<file path="config.mk">
export PLATFORM = sky130hd
export DESIGN_NAME = ttc_top
export DESIGN_NICKNAME = d
export VERILOG_FILES = /design/src/hdl/ttc_pkg.sv /design/src/hdl/ttc_top.sv
export SDC_FILE = /design/constraint.sdc
export NUM_CORES = 2
export LEC_CHECK = 0
export BUFFER_PORTS_ARGS = -buffer_cell sky130_fd_sc_hd__buf_2
export CAP_MARGIN = 20
export CORE_ASPECT_RATIO = 0.75
export CORE_MARGIN = 3
export CORE_UTILIZATION = 65
export DETAILED_ROUTE_END_ITERATION = 7
export PLACE_DENSITY = 0.93
export SKIP_LAST_GASP = 1
export SLEW_MARGIN = 30
export SYNTH_ARGS = -nofsm -noshare
export SYNTH_HDL_FRONTEND = slang
export SYNTH_SLANG_ARGS = --single-unit
</file>
<file path="constraint.sdc">
create_clock -name ref_clk -period 19.75 [get_ports ref_clk]
set_input_delay 3.95 -clock ref_clk [delete_from_list [all_inputs] [get_ports ref_clk]]
set_output_delay 3.95 -clock ref_clk [all_outputs]
set_load 0.01 [all_outputs]
</file>
<file path="src/hdl/ttc_pkg.sv">
// Constants, register map and types of the tach and trigger conditioner
package ttc_pkg;

    // Clock and time base
    localparam int unsigned CLK_HZ = 10_000_000;
    localparam int unsigned MS_PER_S = 1000;
    localparam int unsigned MS_CYCLES_DEF = CLK_HZ / MS_PER_S;
    localparam int unsigned STANDSTILL_S = 60;
    localparam int unsigned STANDSTILL_MS_DEF = STANDSTILL_S * MS_PER_S;

    // Register byte addresses
    localparam int ADR_W = 8;
    localparam logic [7:0] REG_CTRL = 8'h00;
    localparam logic [7:0] REG_PPU = 8'h04;
    localparam logic [7:0] REG_SCALE = 8'h08;
    localparam logic [7:0] REG_SPEED = 8'h0C;
    localparam logic [7:0] REG_DEBOUNCE = 8'h10;
    localparam logic [7:0] REG_TRIG_REF = 8'h14;
    localparam logic [7:0] REG_STATUS = 8'h18;
    localparam logic [7:0] REG_TRAVEL = 8'h1C;

    // Trigger source selection
    typedef enum logic [1:0] {
        TTC_TS_HW = 2'b00,
        TTC_TS_SW = 2'b01,
        TTC_TS_CONT = 2'b10
    } ttc_trig_src_e;

    // Control register layout, bit 0 at the bottom
    typedef struct packed {
        logic sw_trig;
        logic pol_low;
        logic [1:0] trig_src;
        logic tach_laser_ctl;
        logic laser_en;
        logic unit_fpm;
        logic tach_int;
    } ttc_ctrl_s;

    localparam int CTRL_W = 8;
    localparam logic [7:0] CTRL_RST = 8'h06;

    // Fixed point formats and reset values
    localparam int PPU_FRAC = 8;
    localparam int SCALE_FRAC = 12;
    localparam logic [15:0] PPU_RST = 16'h1000;
    localparam logic [15:0] SCALE_RST = 16'h1000;
    localparam logic [15:0] SCALE_ONE = 16'h1000;
    localparam logic [15:0] SPEED_RST = 16'h07D0;
    localparam logic [15:0] DEBOUNCE_RST = 16'h0005;
    localparam logic [15:0] TRIG_REF_RST = 16'h003C;

    // Speed limits in tenths of cm/s and tenths of ft/min
    localparam logic [15:0] SPEED_MIN_CM = 16'h0032;
    localparam logic [15:0] SPEED_MAX_CM = 16'h0BEA;
    localparam logic [15:0] SPEED_MIN_FPM = 16'h0064;
    localparam logic [15:0] SPEED_MAX_FPM = 16'h1770;

    // Travel is counted in tenths of a unit
    localparam int unsigned DIST_TENTHS = 10;
    localparam int unsigned FPM_DIV = 5;
    localparam logic [39:0] NCO_THR_CM = 40'(CLK_HZ) * 40'(DIST_TENTHS << PPU_FRAC);
    localparam logic [39:0] NCO_THR_FPM = NCO_THR_CM * 40'(FPM_DIV);

    // Status bit positions
    localparam int ST_TRIG = 0;
    localparam int ST_LASER = 1;
    localparam int ST_STILL = 2;
    localparam int ST_PEND = 3;
    localparam int ST_LEVEL = 4;

endpackage : ttc_pkg

</file>
<file path="src/hdl/ttc_top.sv">
// Tach and trigger conditioner with classic Wishbone register slave
//
// Implementation choices: the Wishbone register port and the register addresses.
`timescale 1ns/1ps
module ttc_top
    import ttc_pkg::*;
#(
    parameter int unsigned MS_CYCLES = MS_CYCLES_DEF,
    parameter int unsigned STANDSTILL_MS = STANDSTILL_MS_DEF
) (
    // Clock and reset
    input wire logic ref_clk,
    input wire logic rst_n,
    // Wishbone slave
    input wire logic wb_cyc_i,
    input wire logic wb_stb_i,
    input wire logic wb_we_i,
    input wire logic [ADR_W-1:0] wb_adr_i,
    input wire logic [3:0] wb_sel_i,
    input wire logic [31:0] wb_dat_i,
    output logic [31:0] wb_dat_o,
    output logic wb_ack_o,
    // Sensor pins
    input wire logic tach_in,
    input wire logic trig_in,
    // Conditioned outputs
    output logic trig_active,
    output logic laser_on,
    output logic pkg_at_head
);

    ////////////////////////////////////////////////////////////////////////////
    // Parameter checks
    if (MS_CYCLES < 2 || MS_CYCLES > 65535) begin : g_bad_ms
        $error("MS_CYCLES out of range");
    end
    if (STANDSTILL_MS < 1 || STANDSTILL_MS > 65535) begin : g_bad_still
        $error("STANDSTILL_MS out of range");
    end

    ////////////////////////////////////////////////////////////////////////////
    // Registers
    ttc_ctrl_s ctrl, next_ctrl;
    logic [15:0] ppu, next_ppu;
    logic [15:0] scale, next_scale;
    logic [15:0] speed, next_speed;
    logic [15:0] debounce, next_debounce;
    logic [15:0] trig_ref, next_trig_ref;
    logic [31:0] next_dat;
    logic next_ack;
    logic [31:0] status;
    logic [31:0] travel;
    logic [31:0] merged;
    logic wr;

    // Merge written byte lanes into an old value
    function automatic logic [31:0] merge(input logic [31:0] old_v, input logic [31:0] new_v,
                                          input logic [3:0] sel);
        logic [31:0] r;
        r = old_v;
        for (int i = 0; i < 4; i++) begin
            if (sel[i]) begin
                r[i*8 +: 8] = new_v[i*8 +: 8];
            end
        end
        return r;
    endfunction : merge

    // Bus decode and register writes; ack is one cycle late and drops after one cycle
    always_comb begin
        wr = wb_cyc_i && wb_stb_i && wb_we_i && !wb_ack_o;
        next_ack = wb_cyc_i && wb_stb_i && !wb_ack_o;
        next_ctrl = ctrl;
        next_ppu = ppu;
        next_scale = scale;
        next_speed = speed;
        next_debounce = debounce;
        next_trig_ref = trig_ref;
        next_dat = 32'h0000_0000;
        merged = 32'h0000_0000;
        unique case (wb_adr_i)
            REG_CTRL: begin
                next_dat = 32'(ctrl);
                merged = merge(32'(ctrl), wb_dat_i, wb_sel_i);
                if (wr) next_ctrl = ttc_ctrl_s'(merged[CTRL_W-1:0]);
            end
            REG_PPU: begin
                next_dat = 32'(ppu);
                merged = merge(32'(ppu), wb_dat_i, wb_sel_i);
                if (wr) next_ppu = merged[15:0];
            end
            REG_SCALE: begin
                next_dat = 32'(scale);
                merged = merge(32'(scale), wb_dat_i, wb_sel_i);
                if (wr) next_scale = merged[15:0];
            end
            REG_SPEED: begin
                next_dat = 32'(speed);
                merged = merge(32'(speed), wb_dat_i, wb_sel_i);
                if (wr) next_speed = merged[15:0];
            end
            REG_DEBOUNCE: begin
                next_dat = 32'(debounce);
                merged = merge(32'(debounce), wb_dat_i, wb_sel_i);
                if (wr) next_debounce = merged[15:0];
            end
            REG_TRIG_REF: begin
                next_dat = 32'(trig_ref);
                merged = merge(32'(trig_ref), wb_dat_i, wb_sel_i);
                if (wr) next_trig_ref = merged[15:0];
            end
            REG_STATUS: next_dat = status;
            REG_TRAVEL: next_dat = travel;
            default: next_dat = 32'h0000_0000;  // Unmapped reads zero, writes dropped
        endcase
        if (!next_ack) next_dat = 32'h0000_0000;
    end

    always_ff @(posedge ref_clk) begin
        if (!rst_n) begin
            ctrl <= ttc_ctrl_s'(CTRL_RST);
            ppu <= PPU_RST;
            scale <= SCALE_RST;
            speed <= SPEED_RST;
            debounce <= DEBOUNCE_RST;
            trig_ref <= TRIG_REF_RST;
            wb_ack_o <= 1'b0;
            wb_dat_o <= 32'h0000_0000;
        end else begin
            ctrl <= next_ctrl;
            ppu <= next_ppu;
            scale <= next_scale;
            speed <= next_speed;
            debounce <= next_debounce;
            trig_ref <= next_trig_ref;
            wb_ack_o <= next_ack;
            wb_dat_o <= next_dat;
        end
    end

    ////////////////////////////////////////////////////////////////////////////
    // Pin synchronisers and edge detection
    logic tach_m, tach_s, tach_d, trig_m, trig_s;

    always_ff @(posedge ref_clk) begin
        if (!rst_n) begin
            tach_m <= 1'b0;
            tach_s <= 1'b0;
            tach_d <= 1'b0;
            trig_m <= 1'b0;
            trig_s <= 1'b0;
        end else begin
            tach_m <= tach_in;
            tach_s <= tach_m;
            tach_d <= tach_s;
            trig_m <= trig_in;
            trig_s <= trig_m;
        end
    end

    ////////////////////////////////////////////////////////////////////////////
    // Effective pulses per unit, scaled and saturated
    logic [31:0] ppu_prod;
    logic [15:0] eff_ppu, next_eff_ppu;
    logic [15:0] speed_eff;
    logic [39:0] nco_thr;

    always_comb begin
        ppu_prod = 32'(ppu) * 32'(scale);
        next_eff_ppu = (|ppu_prod[31:SCALE_FRAC+16]) ? 16'hFFFF
                                                      : ppu_prod[SCALE_FRAC +: 16];
        // Clamp the programmed speed into the legal band of its unit
        if (ctrl.unit_fpm) begin
            speed_eff = (speed < SPEED_MIN_FPM) ? SPEED_MIN_FPM :
                        (speed > SPEED_MAX_FPM) ? SPEED_MAX_FPM : speed;
            nco_thr = NCO_THR_FPM;
        end else begin
            speed_eff = (speed < SPEED_MIN_CM) ? SPEED_MIN_CM :
                        (speed > SPEED_MAX_CM) ? SPEED_MAX_CM : speed;
            nco_thr = NCO_THR_CM;
        end
    end

    ////////////////////////////////////////////////////////////////////////////
    // Internal tach oscillator and pulse source selection
    logic [39:0] nco_acc, next_nco_acc;
    logic [39:0] nco_sum;
    logic nco_pulse, next_nco_pulse;
    logic tach_pulse;

    always_comb begin
        nco_sum = nco_acc + 40'(speed_eff) * 40'(eff_ppu);
        next_nco_pulse = 1'b0;
        next_nco_acc = nco_sum;
        if (!ctrl.tach_int) begin
            next_nco_acc = 40'h00_0000_0000;
        end else if (nco_sum >= nco_thr) begin
            next_nco_acc = nco_sum - nco_thr;
            next_nco_pulse = 1'b1;
        end
        // External pulses are ignored while the internal source runs
        tach_pulse = ctrl.tach_int ? nco_pulse : (tach_s && !tach_d);
    end

    always_ff @(posedge ref_clk) begin
        if (!rst_n) begin
            eff_ppu <= PPU_RST;
            nco_acc <= 40'h00_0000_0000;
            nco_pulse <= 1'b0;
        end else begin
            eff_ppu <= next_eff_ppu;
            nco_acc <= next_nco_acc;
            nco_pulse <= next_nco_pulse;
        end
    end

    ////////////////////////////////////////////////////////////////////////////
    // Travel in tenths of a unit: each pulse adds 2560 units of 1/256 pulse
    logic [23:0] dist_acc, next_dist_acc;
    logic [31:0] next_travel;
    logic [23:0] dist_add;

    always_comb begin
        dist_add = tach_pulse ? 24'(DIST_TENTHS << PPU_FRAC) : 24'h00_0000;
        next_dist_acc = dist_acc + dist_add;
        next_travel = travel;
        if (eff_ppu != 16'h0000 && dist_acc >= 24'(eff_ppu)) begin
            next_dist_acc = dist_acc - 24'(eff_ppu) + dist_add;
            next_travel = travel + 32'h0000_0001;
        end
    end

    always_ff @(posedge ref_clk) begin
        if (!rst_n) begin
            dist_acc <= 24'h00_0000;
            travel <= 32'h0000_0000;
        end else begin
            dist_acc <= next_dist_acc;
            travel <= next_travel;
        end
    end

    ////////////////////////////////////////////////////////////////////////////
    // Millisecond tick and belt standstill timer
    logic [15:0] ms_cnt, next_ms_cnt;
    logic ms_tick;
    logic [15:0] still_ms, next_still_ms;
    logic still;
    logic next_laser;

    always_comb begin
        ms_tick = (ms_cnt == 16'(MS_CYCLES - 1));
        next_ms_cnt = ms_tick ? 16'h0000 : ms_cnt + 16'h0001;
        still = (still_ms >= 16'(STANDSTILL_MS));
        next_still_ms = still_ms;
        if (tach_pulse) begin
            next_still_ms = 16'h0000;
        end else if (ms_tick && !still) begin
            next_still_ms = still_ms + 16'h0001;
        end
        next_laser = ctrl.laser_en && !(ctrl.tach_laser_ctl && still);
    end

    always_ff @(posedge ref_clk) begin
        if (!rst_n) begin
            ms_cnt <= 16'h0000;
            still_ms <= 16'h0000;
            laser_on <= 1'b0;
        end else begin
            ms_cnt <= next_ms_cnt;
            still_ms <= next_still_ms;
            laser_on <= next_laser;
        end
    end

    ////////////////////////////////////////////////////////////////////////////
    // Trigger debounce, polarity and source selection
    logic acc_lvl, next_acc_lvl;
    logic [15:0] dbn_cyc, next_dbn_cyc;
    logic [15:0] dbn_ms, next_dbn_ms;
    logic next_trig;
    logic dbn_done;

    always_comb begin
        next_acc_lvl = acc_lvl;
        next_dbn_cyc = 16'h0000;
        next_dbn_ms = 16'h0000;
        dbn_done = (dbn_ms >= debounce);
        if (trig_s != acc_lvl) begin
            if (dbn_done) begin
                next_acc_lvl = trig_s;
            end else if (dbn_cyc == 16'(MS_CYCLES - 1)) begin
                next_dbn_ms = dbn_ms + 16'h0001;
            end else begin
                next_dbn_cyc = dbn_cyc + 16'h0001;
                next_dbn_ms = dbn_ms;
            end
        end  // Level back at accepted value clears both counts
        unique case (ttc_trig_src_e'(ctrl.trig_src))
            TTC_TS_HW: next_trig = ctrl.pol_low ? !acc_lvl : acc_lvl;
            TTC_TS_SW: next_trig = ctrl.sw_trig;
            TTC_TS_CONT: next_trig = 1'b1;
            default: next_trig = ctrl.pol_low ? !acc_lvl : acc_lvl;
        endcase
    end

    always_ff @(posedge ref_clk) begin
        if (!rst_n) begin
            acc_lvl <= 1'b0;
            dbn_cyc <= 16'h0000;
            dbn_ms <= 16'h0000;
            trig_active <= 1'b0;
        end else begin
            acc_lvl <= next_acc_lvl;
            dbn_cyc <= next_dbn_cyc;
            dbn_ms <= next_dbn_ms;
            trig_active <= next_trig;
        end
    end

    ////////////////////////////////////////////////////////////////////////////
    // Package position: trigger start plus offset gives arrival at the head
    logic trig_d, next_pend, pend;
    logic [31:0] target, next_target;
    logic next_at_head;
    logic trig_rise;

    always_comb begin
        trig_rise = trig_active && !trig_d;
        next_pend = pend;
        next_target = target;
        next_at_head = 1'b0;
        if (pend && travel >= target) begin
            next_pend = 1'b0;
            next_at_head = 1'b1;
        end
        if (trig_rise) begin
            next_pend = 1'b1;
            next_target = travel + 32'(trig_ref);
        end
        status = 32'h0000_0000;
        status[ST_TRIG] = trig_active;
        status[ST_LASER] = laser_on;
        status[ST_STILL] = still;
        status[ST_PEND] = pend;
        status[ST_LEVEL] = acc_lvl;
    end

    always_ff @(posedge ref_clk) begin
        if (!rst_n) begin
            trig_d <= 1'b0;
            pend <= 1'b0;
            target <= 32'h0000_0000;
            pkg_at_head <= 1'b0;
        end else begin
            trig_d <= trig_active;
            pend <= next_pend;
            target <= next_target;
            pkg_at_head <= next_at_head;
        end
    end
endmodule : ttc_top

</file>
* Word level (Yosys, flattened, before mapping)
Cells that the tools add are included.
Widths: inputs -> output; s select.
** Word-level totals
- Register bits :: 341
- Memories kept :: 0
- Output and inout port bits :: 36
- Logic and storage cells :: 135
- Bits in latches :: 0
- Memory bits (read-only) :: 0
- Bits in writable memories :: 0
** Cells by class
- Divide/modulo/power cells :: 0
- Multiply operators :: 2
- Shift-type cells :: 0
- $lt $le $gt $ge :: 9
- Add/subtract/negate cells :: 11
- Reduce and logical (&&, ||, !) cells :: 40
- Bitwise gates (word level) :: 2
- Eq/ne operators :: 12
- Multiplexer cells :: 18
** Operator list (count)
- $pmux 32 s8 :: 1
- $mux 16 :: 6
- $add 16x1->16 const B :: 4
- $mul 16x16->32 :: 2
- $add 24x12->24 :: 2
- $add 40x32->40 :: 1
- $ge 40x40->1 :: 1
- $mux 40 :: 1
- $sub 40x40->40 :: 1
- $mux 37 :: 1
- $reduce_and 3->1 :: 11
- $add 32x1->32 const B :: 1
- $add 32x16->32 :: 1
- $eq 16x14->1 const B :: 2
- $eq 8x5->1 const B :: 4
- $ge 32x32->1 :: 1
- $ge 24x16->1 :: 1
- $mux 24 :: 1
- $sub 24x16->24 :: 1
- $eq 8x4->1 const B :: 2
- $ge 16x16->1 :: 1
- $ge 16x16->1 const B :: 1
- $gt 16x12->1 const B :: 1
- $gt 16x13->1 const B :: 1
- other kinds (20) :: 45

* Depth between registers and ports, before layout
- Depth in word-level cells :: 8
- Depth in mapped cells :: 45
- Gate-level depth less buffers :: 41

* Least setup slack after synthesis
Ideal clock, no wire load.
- Path type :: register to register
- Start :: register speed[1]
- End :: register nco_acc[22]
- Arrival :: 9695 ps
- Path slack :: 9939 ps
- Period minus slack after synthesis :: 9811 ps
- Stages on the path, launching flop included :: 41
- Path through :: dfxtp_1 > or3_1 > nor2_1 > o31ai_1 > a41o_1 > a2111oi_0 > nor2_1 > nor2_1 > o21ai_1 > nor3_1 > nor2_1 > fa_1 > inv_1 > fa_1 > fa_1 > fa_1 > inv_1 > fa_1 > (+5 left out) > a21oi_1 > o21ai_0 > a21oi_1 > a2111oi_4 > a21o_1 > nand2_1 > xor2_1 > ha_1 > nand2_1 > a2111oi_0 > a31oi_1 > o311ai_2 > a41oi_1 > nand4b_4 > a31o_2 > buf_6 > buf_6 > a31o_2
** On the way
- Word-level cells in the longest chain between the ends :: 8
- Elaborated cells between the ends (all ways) :: 14
** Ends and longest elaborated chain
- start: declaration :: RTL line ttc_top.sv:46 : logic [15:0] speed, next_speed;
- start signal: assignment :: RTL line ttc_top.sv:133 : speed <= next_speed;
- $gt 16x12->1 / $gt 16x13->1 (equally long branches) :: RTL line ttc_top.sv:179, ttc_top.sv:175
- $mux 16, on equally long branches :: RTL line ttc_top.sv:179, ttc_top.sv:175
- $mux 16, on equally long branches :: RTL line ttc_top.sv:178, ttc_top.sv:174
- $mux 16 (*) :: RTL line ttc_top.sv:173 : if (ctrl.unit_fpm) begin
- $mul 16x16->32 (*) :: RTL line ttc_top.sv:192 : nco_sum = nco_acc + 40'(speed_eff) * 40'(eff_ppu);
- $add 40x32->40 (*) :: RTL line ttc_top.sv:192
- $sub 40x40->40 / $ge 40x40->1 (equally long branches) :: RTL line ttc_top.sv:198, ttc_top.sv:197
- $mux 40 (*) :: RTL line ttc_top.sv:197 : end else if (nco_sum >= nco_thr) begin
- end signal: assignment :: RTL line ttc_top.sv:212 : nco_acc <= next_nco_acc;
- end: declaration :: RTL line ttc_top.sv:186 : logic [39:0] nco_acc, next_nco_acc;
Every way passes the cells marked *; elsewhere a longest branch is shown, timed or not.
A chain may end at the register's enable or synchronous reset.

* Worst setup path in the final report
- Start :: register speed[2]
- End :: register nco_acc[32]
Same word-level chain as after synthesis.

==> summary.md <==
| Metric | Value |
|---|---|
| Sequential cell area fraction in the yosys report | 19.0% |
| EDFF count, synth | 0 |
| Post-route clock period utilization | 61.6% |
| Fin cells | 5050 |
| CP Max Fanout | 18 |
| Number of cell rows | 74 |
| Die height | 210 um |
| Pre-Repair DR Iteration Count | 8 |
| Initial core utilization | 65.9% |
| Die area | 58200 um^2 |
| Cell count of the worst reg-to-reg path | 39 |
| Initial DRC count | 4432 |
| Initial antenna violation count | 1 |
| CP Data Arrival Time | 12.62 ns |
| Slowest stage delay, CP | 0.70 ns |
| Vias in the first global route | 32300 |
| CTS tree | yes |
| H-tree depth | 2 |
| Highest-count cells in the layout ignoring fill and taps | inv_1 (698), nand2_1 (595), fa_1 (428) |
| PostCTS Resize Cnt | 0 |
| Max Clk Rate | 82.2 MHz |
| Post-DRT Antenna Nets | 0 |
| Layout area overhead | 6.54% |
| WHS | 0.451 ns |
| CP most frequent cell | fa_1 |
| Nets | 5123 |
| Status | complete, but fails checks |
| GRT Util Overall | 34.8% |
| Synth Register Bits | 341 |
| Lkg Pwr | 0.0179 uW |
| CP max stage cell | a2111oi_1 |
| Largest family of logic cells by synthesized area | adder cells |
| Post-Route WL | 101000 um |
| Fraction of final layout cells sized beyond drive strength 1 | 5.41% |
| Remaining global-route overflow | 0 |
| # setup viols final | 0 |
| Die width | 278 um |
| Inst Count DP | 4979 |
| Unrepaired setup endpoints after global routing | false |
| Critical Path Start | speed[2] |
| Critical Path Sink Type | register |
| DRC | 10 |
| Util after Layout | 70.2% |
| Core Area | 54600 um^2 |
| Critical R2R Capture | nco_acc[32] |
| Crit Path Category | reg2reg |
| Xor/xnor cell area share of the yosys netlist | 4.11% |
| Global-route wire length before repair | 164000 um |
| Ys async rst share | 0% |
| Worst-path clk slew | 0.06 ns |
| Wire per inst | 20.0 um |
| Cts hold-fix bufs | 0 |
| Root Buffer | clkbuf_16 |
| Top FF cell, synth | dfxtp_1 |
| I/O Pins | 87 |
| Adder-Cell Fraction of Synth Area | 35.8% |
| CTS Buf Count | 39 |
| Pwr/cell area | 67.8 nW/um^2 |
| Most common cell after layout, fill and taps aside | inv_1 |
| Vias per inst | 6.25 |
| DP Wirelength | 73800 um |
| Fin. Hold Viols | 0 |
| TNS Setup | 0 ns |
| Maximum buffer depth of the clock tree | 3 |
| Crit path time final | 12.16 ns |
| Yosys cell types | 91 |
| R2r setup slk | 7.59 ns |
| Multiplexer area fraction after synthesis | 0.167% |
| Largest net degree at the start of global routing | 88 |
| Worst-Margin Slew | 1.10 ns |
| Worst VDD drop | 0.0000742 V |
| CP endpoint | nco_acc[32] |
| Required time of the critical path | 20.21 ns |
| Failing checks | DRC |
| Number of synthesis warnings | 0 |
| Post-CTS Setup Repair Bufs | 0 |
| Post-Synthesis Cells | 4304 |
| PortBufs | 68 |
| Pre-CTS setup slack | 7.81 ns |
| Mapped cell area | 36000 um^2 |
| Worst Slack Setup Final | 7.59 ns |
| CTS sink count | 341 |
| Reg2Reg Launch Point | speed[2] |
| MaxCap Viol Count | 0 |
| Clk_skew | 0.0280 ns |
| Worst min path class | reg2reg |
| Syn_area_per_cell | 8.36 um^2 |
| Area fraction in compound gates after synthesis | 12.4% |
| Setup crit start kind | register |
| Placer Congestion | 0.972 |
| Latest clock arrival within the worst-skew pair | 0.58 ns |
| Post-Synth Simple-Gate Area | 19.1% |
| Max-slew headroom | 26.8% |
| Final Max Tran Viols | 0 |
| Via Count | 31600 |
## metal layers
layer | GRT usage [%] | routed length [um] | up-vias
li1 | - | - | 13800
met1 | 45.3 | 37400 | 14900
met2 | 52.8 | 43400 | 2315
met3 | 12.2 | 15100 | 535
met4 | 15.0 | 5160 | 2
met5 | 0.0827 | 34 | -
## final cells by class
cell class / instances / area (um^2)
multi-input combinational: 3123 / 26100
fill: 3744 / 16300
sequential: 341 / 6830
inverter: 700 / 2630
clock buffer: 49 / 1060
tap: 722 / 903
timing repair buffer: 93 / 528
clock inverter: 21 / 307
antenna: 1 / 2.50
## synth_stat cells (17+ instances only)
cell,number,share of area (%)
a211oi_1,35,0.73
a21o_1,59,1.2
a21oi_1,243,3.4
a22oi_1,45,0.94
a31oi_1,33,0.57
and2_1,168,2.9
and3_1,65,1.1
clkbuf_1,174,1.8
dfxtp_1,341,19
fa_1,428,24
ha_1,346,12
inv_1,699,7.3
nand2_1,595,6.2
nand2b_1,22,0.38
nand3_1,114,1.6
nand4_1,43,0.75
nor2_1,229,2.4
nor2b_1,18,0.31
nor3_1,76,1.1
nor4_1,17,0.30
o21a_1,36,0.75
o21ai_0,96,1.3
or3_1,39,0.68
xnor2_1,107,2.6
xor2_1,62,1.5
## flip-flops by register name, summed over array words and instances (netlist names), 24 cells and up
register / cells
dist_acc: 24
wb_dat_o: 32
target: 32
travel: 32
nco_acc: 40
## per-stage QoR
stage               instance area [um^2]  power (uW)
floorplan                          36200        1560
global placement                   36900        1740
detailed placement                 36900        1780
CTS                                38300        2570
global route                       38300        2750
finish                             38300        2600
## worst min-delay path by stage
| stage | slack (ns) | cells after the start | endpoint | startpoint |
|---|---|---|---|---|
| 2_1_floorplan | 0.41 | 1 | tach_s | tach_m |
| 3_3_place_gp | 0.44 | 2 | target[15] | target[15] |
| 3_5_place_dp | 0.45 | 2 | target[2] | target[2] |
| 4_1_cts | 0.45 | 2 | target[14] | target[14] |
| 5_1_grt | 0.47 | 2 | target[14] | target[14] |
| 6_report | 0.45 | 2 | target[5] | target[5] |
## cell families after synthesis
| group | after synthesis |
|---|---|
| muxes | 6 |
| and+or+nand+nor | 1442 |
| DFF | 341 |
| adders and majority gates | 774 |
| other | 2 |
| buffers and inverters | 887 |
| xor gates and xnor gates | 169 |
| AOI/OAI and AO/OA | 683 |
## critical path, delay by kind of cell, from the launching register on
| family | cells | cell delay (ns) |
|---|---|---|
| AO/OA/AOI/OAI | 15 | 4.52 |
| flip-flops | 1 | 0.41 |
| AND/OR/NAND/NOR | 11 | 2.65 |
| adder cells (fa/ha/maj) | 8 | 3.89 |
| XOR/XNOR | 1 | 0.15 |
| buffers and inverters | 4 | 0.38 |
## power by group
part           internal, uW  switching, uW  total [uW]
clock network           465            324         790
logic                   410            666        1080
registers               711           22.7         734
total                  1590           1010        2600
No activity file was read; power rests on OpenSTA's default activity.
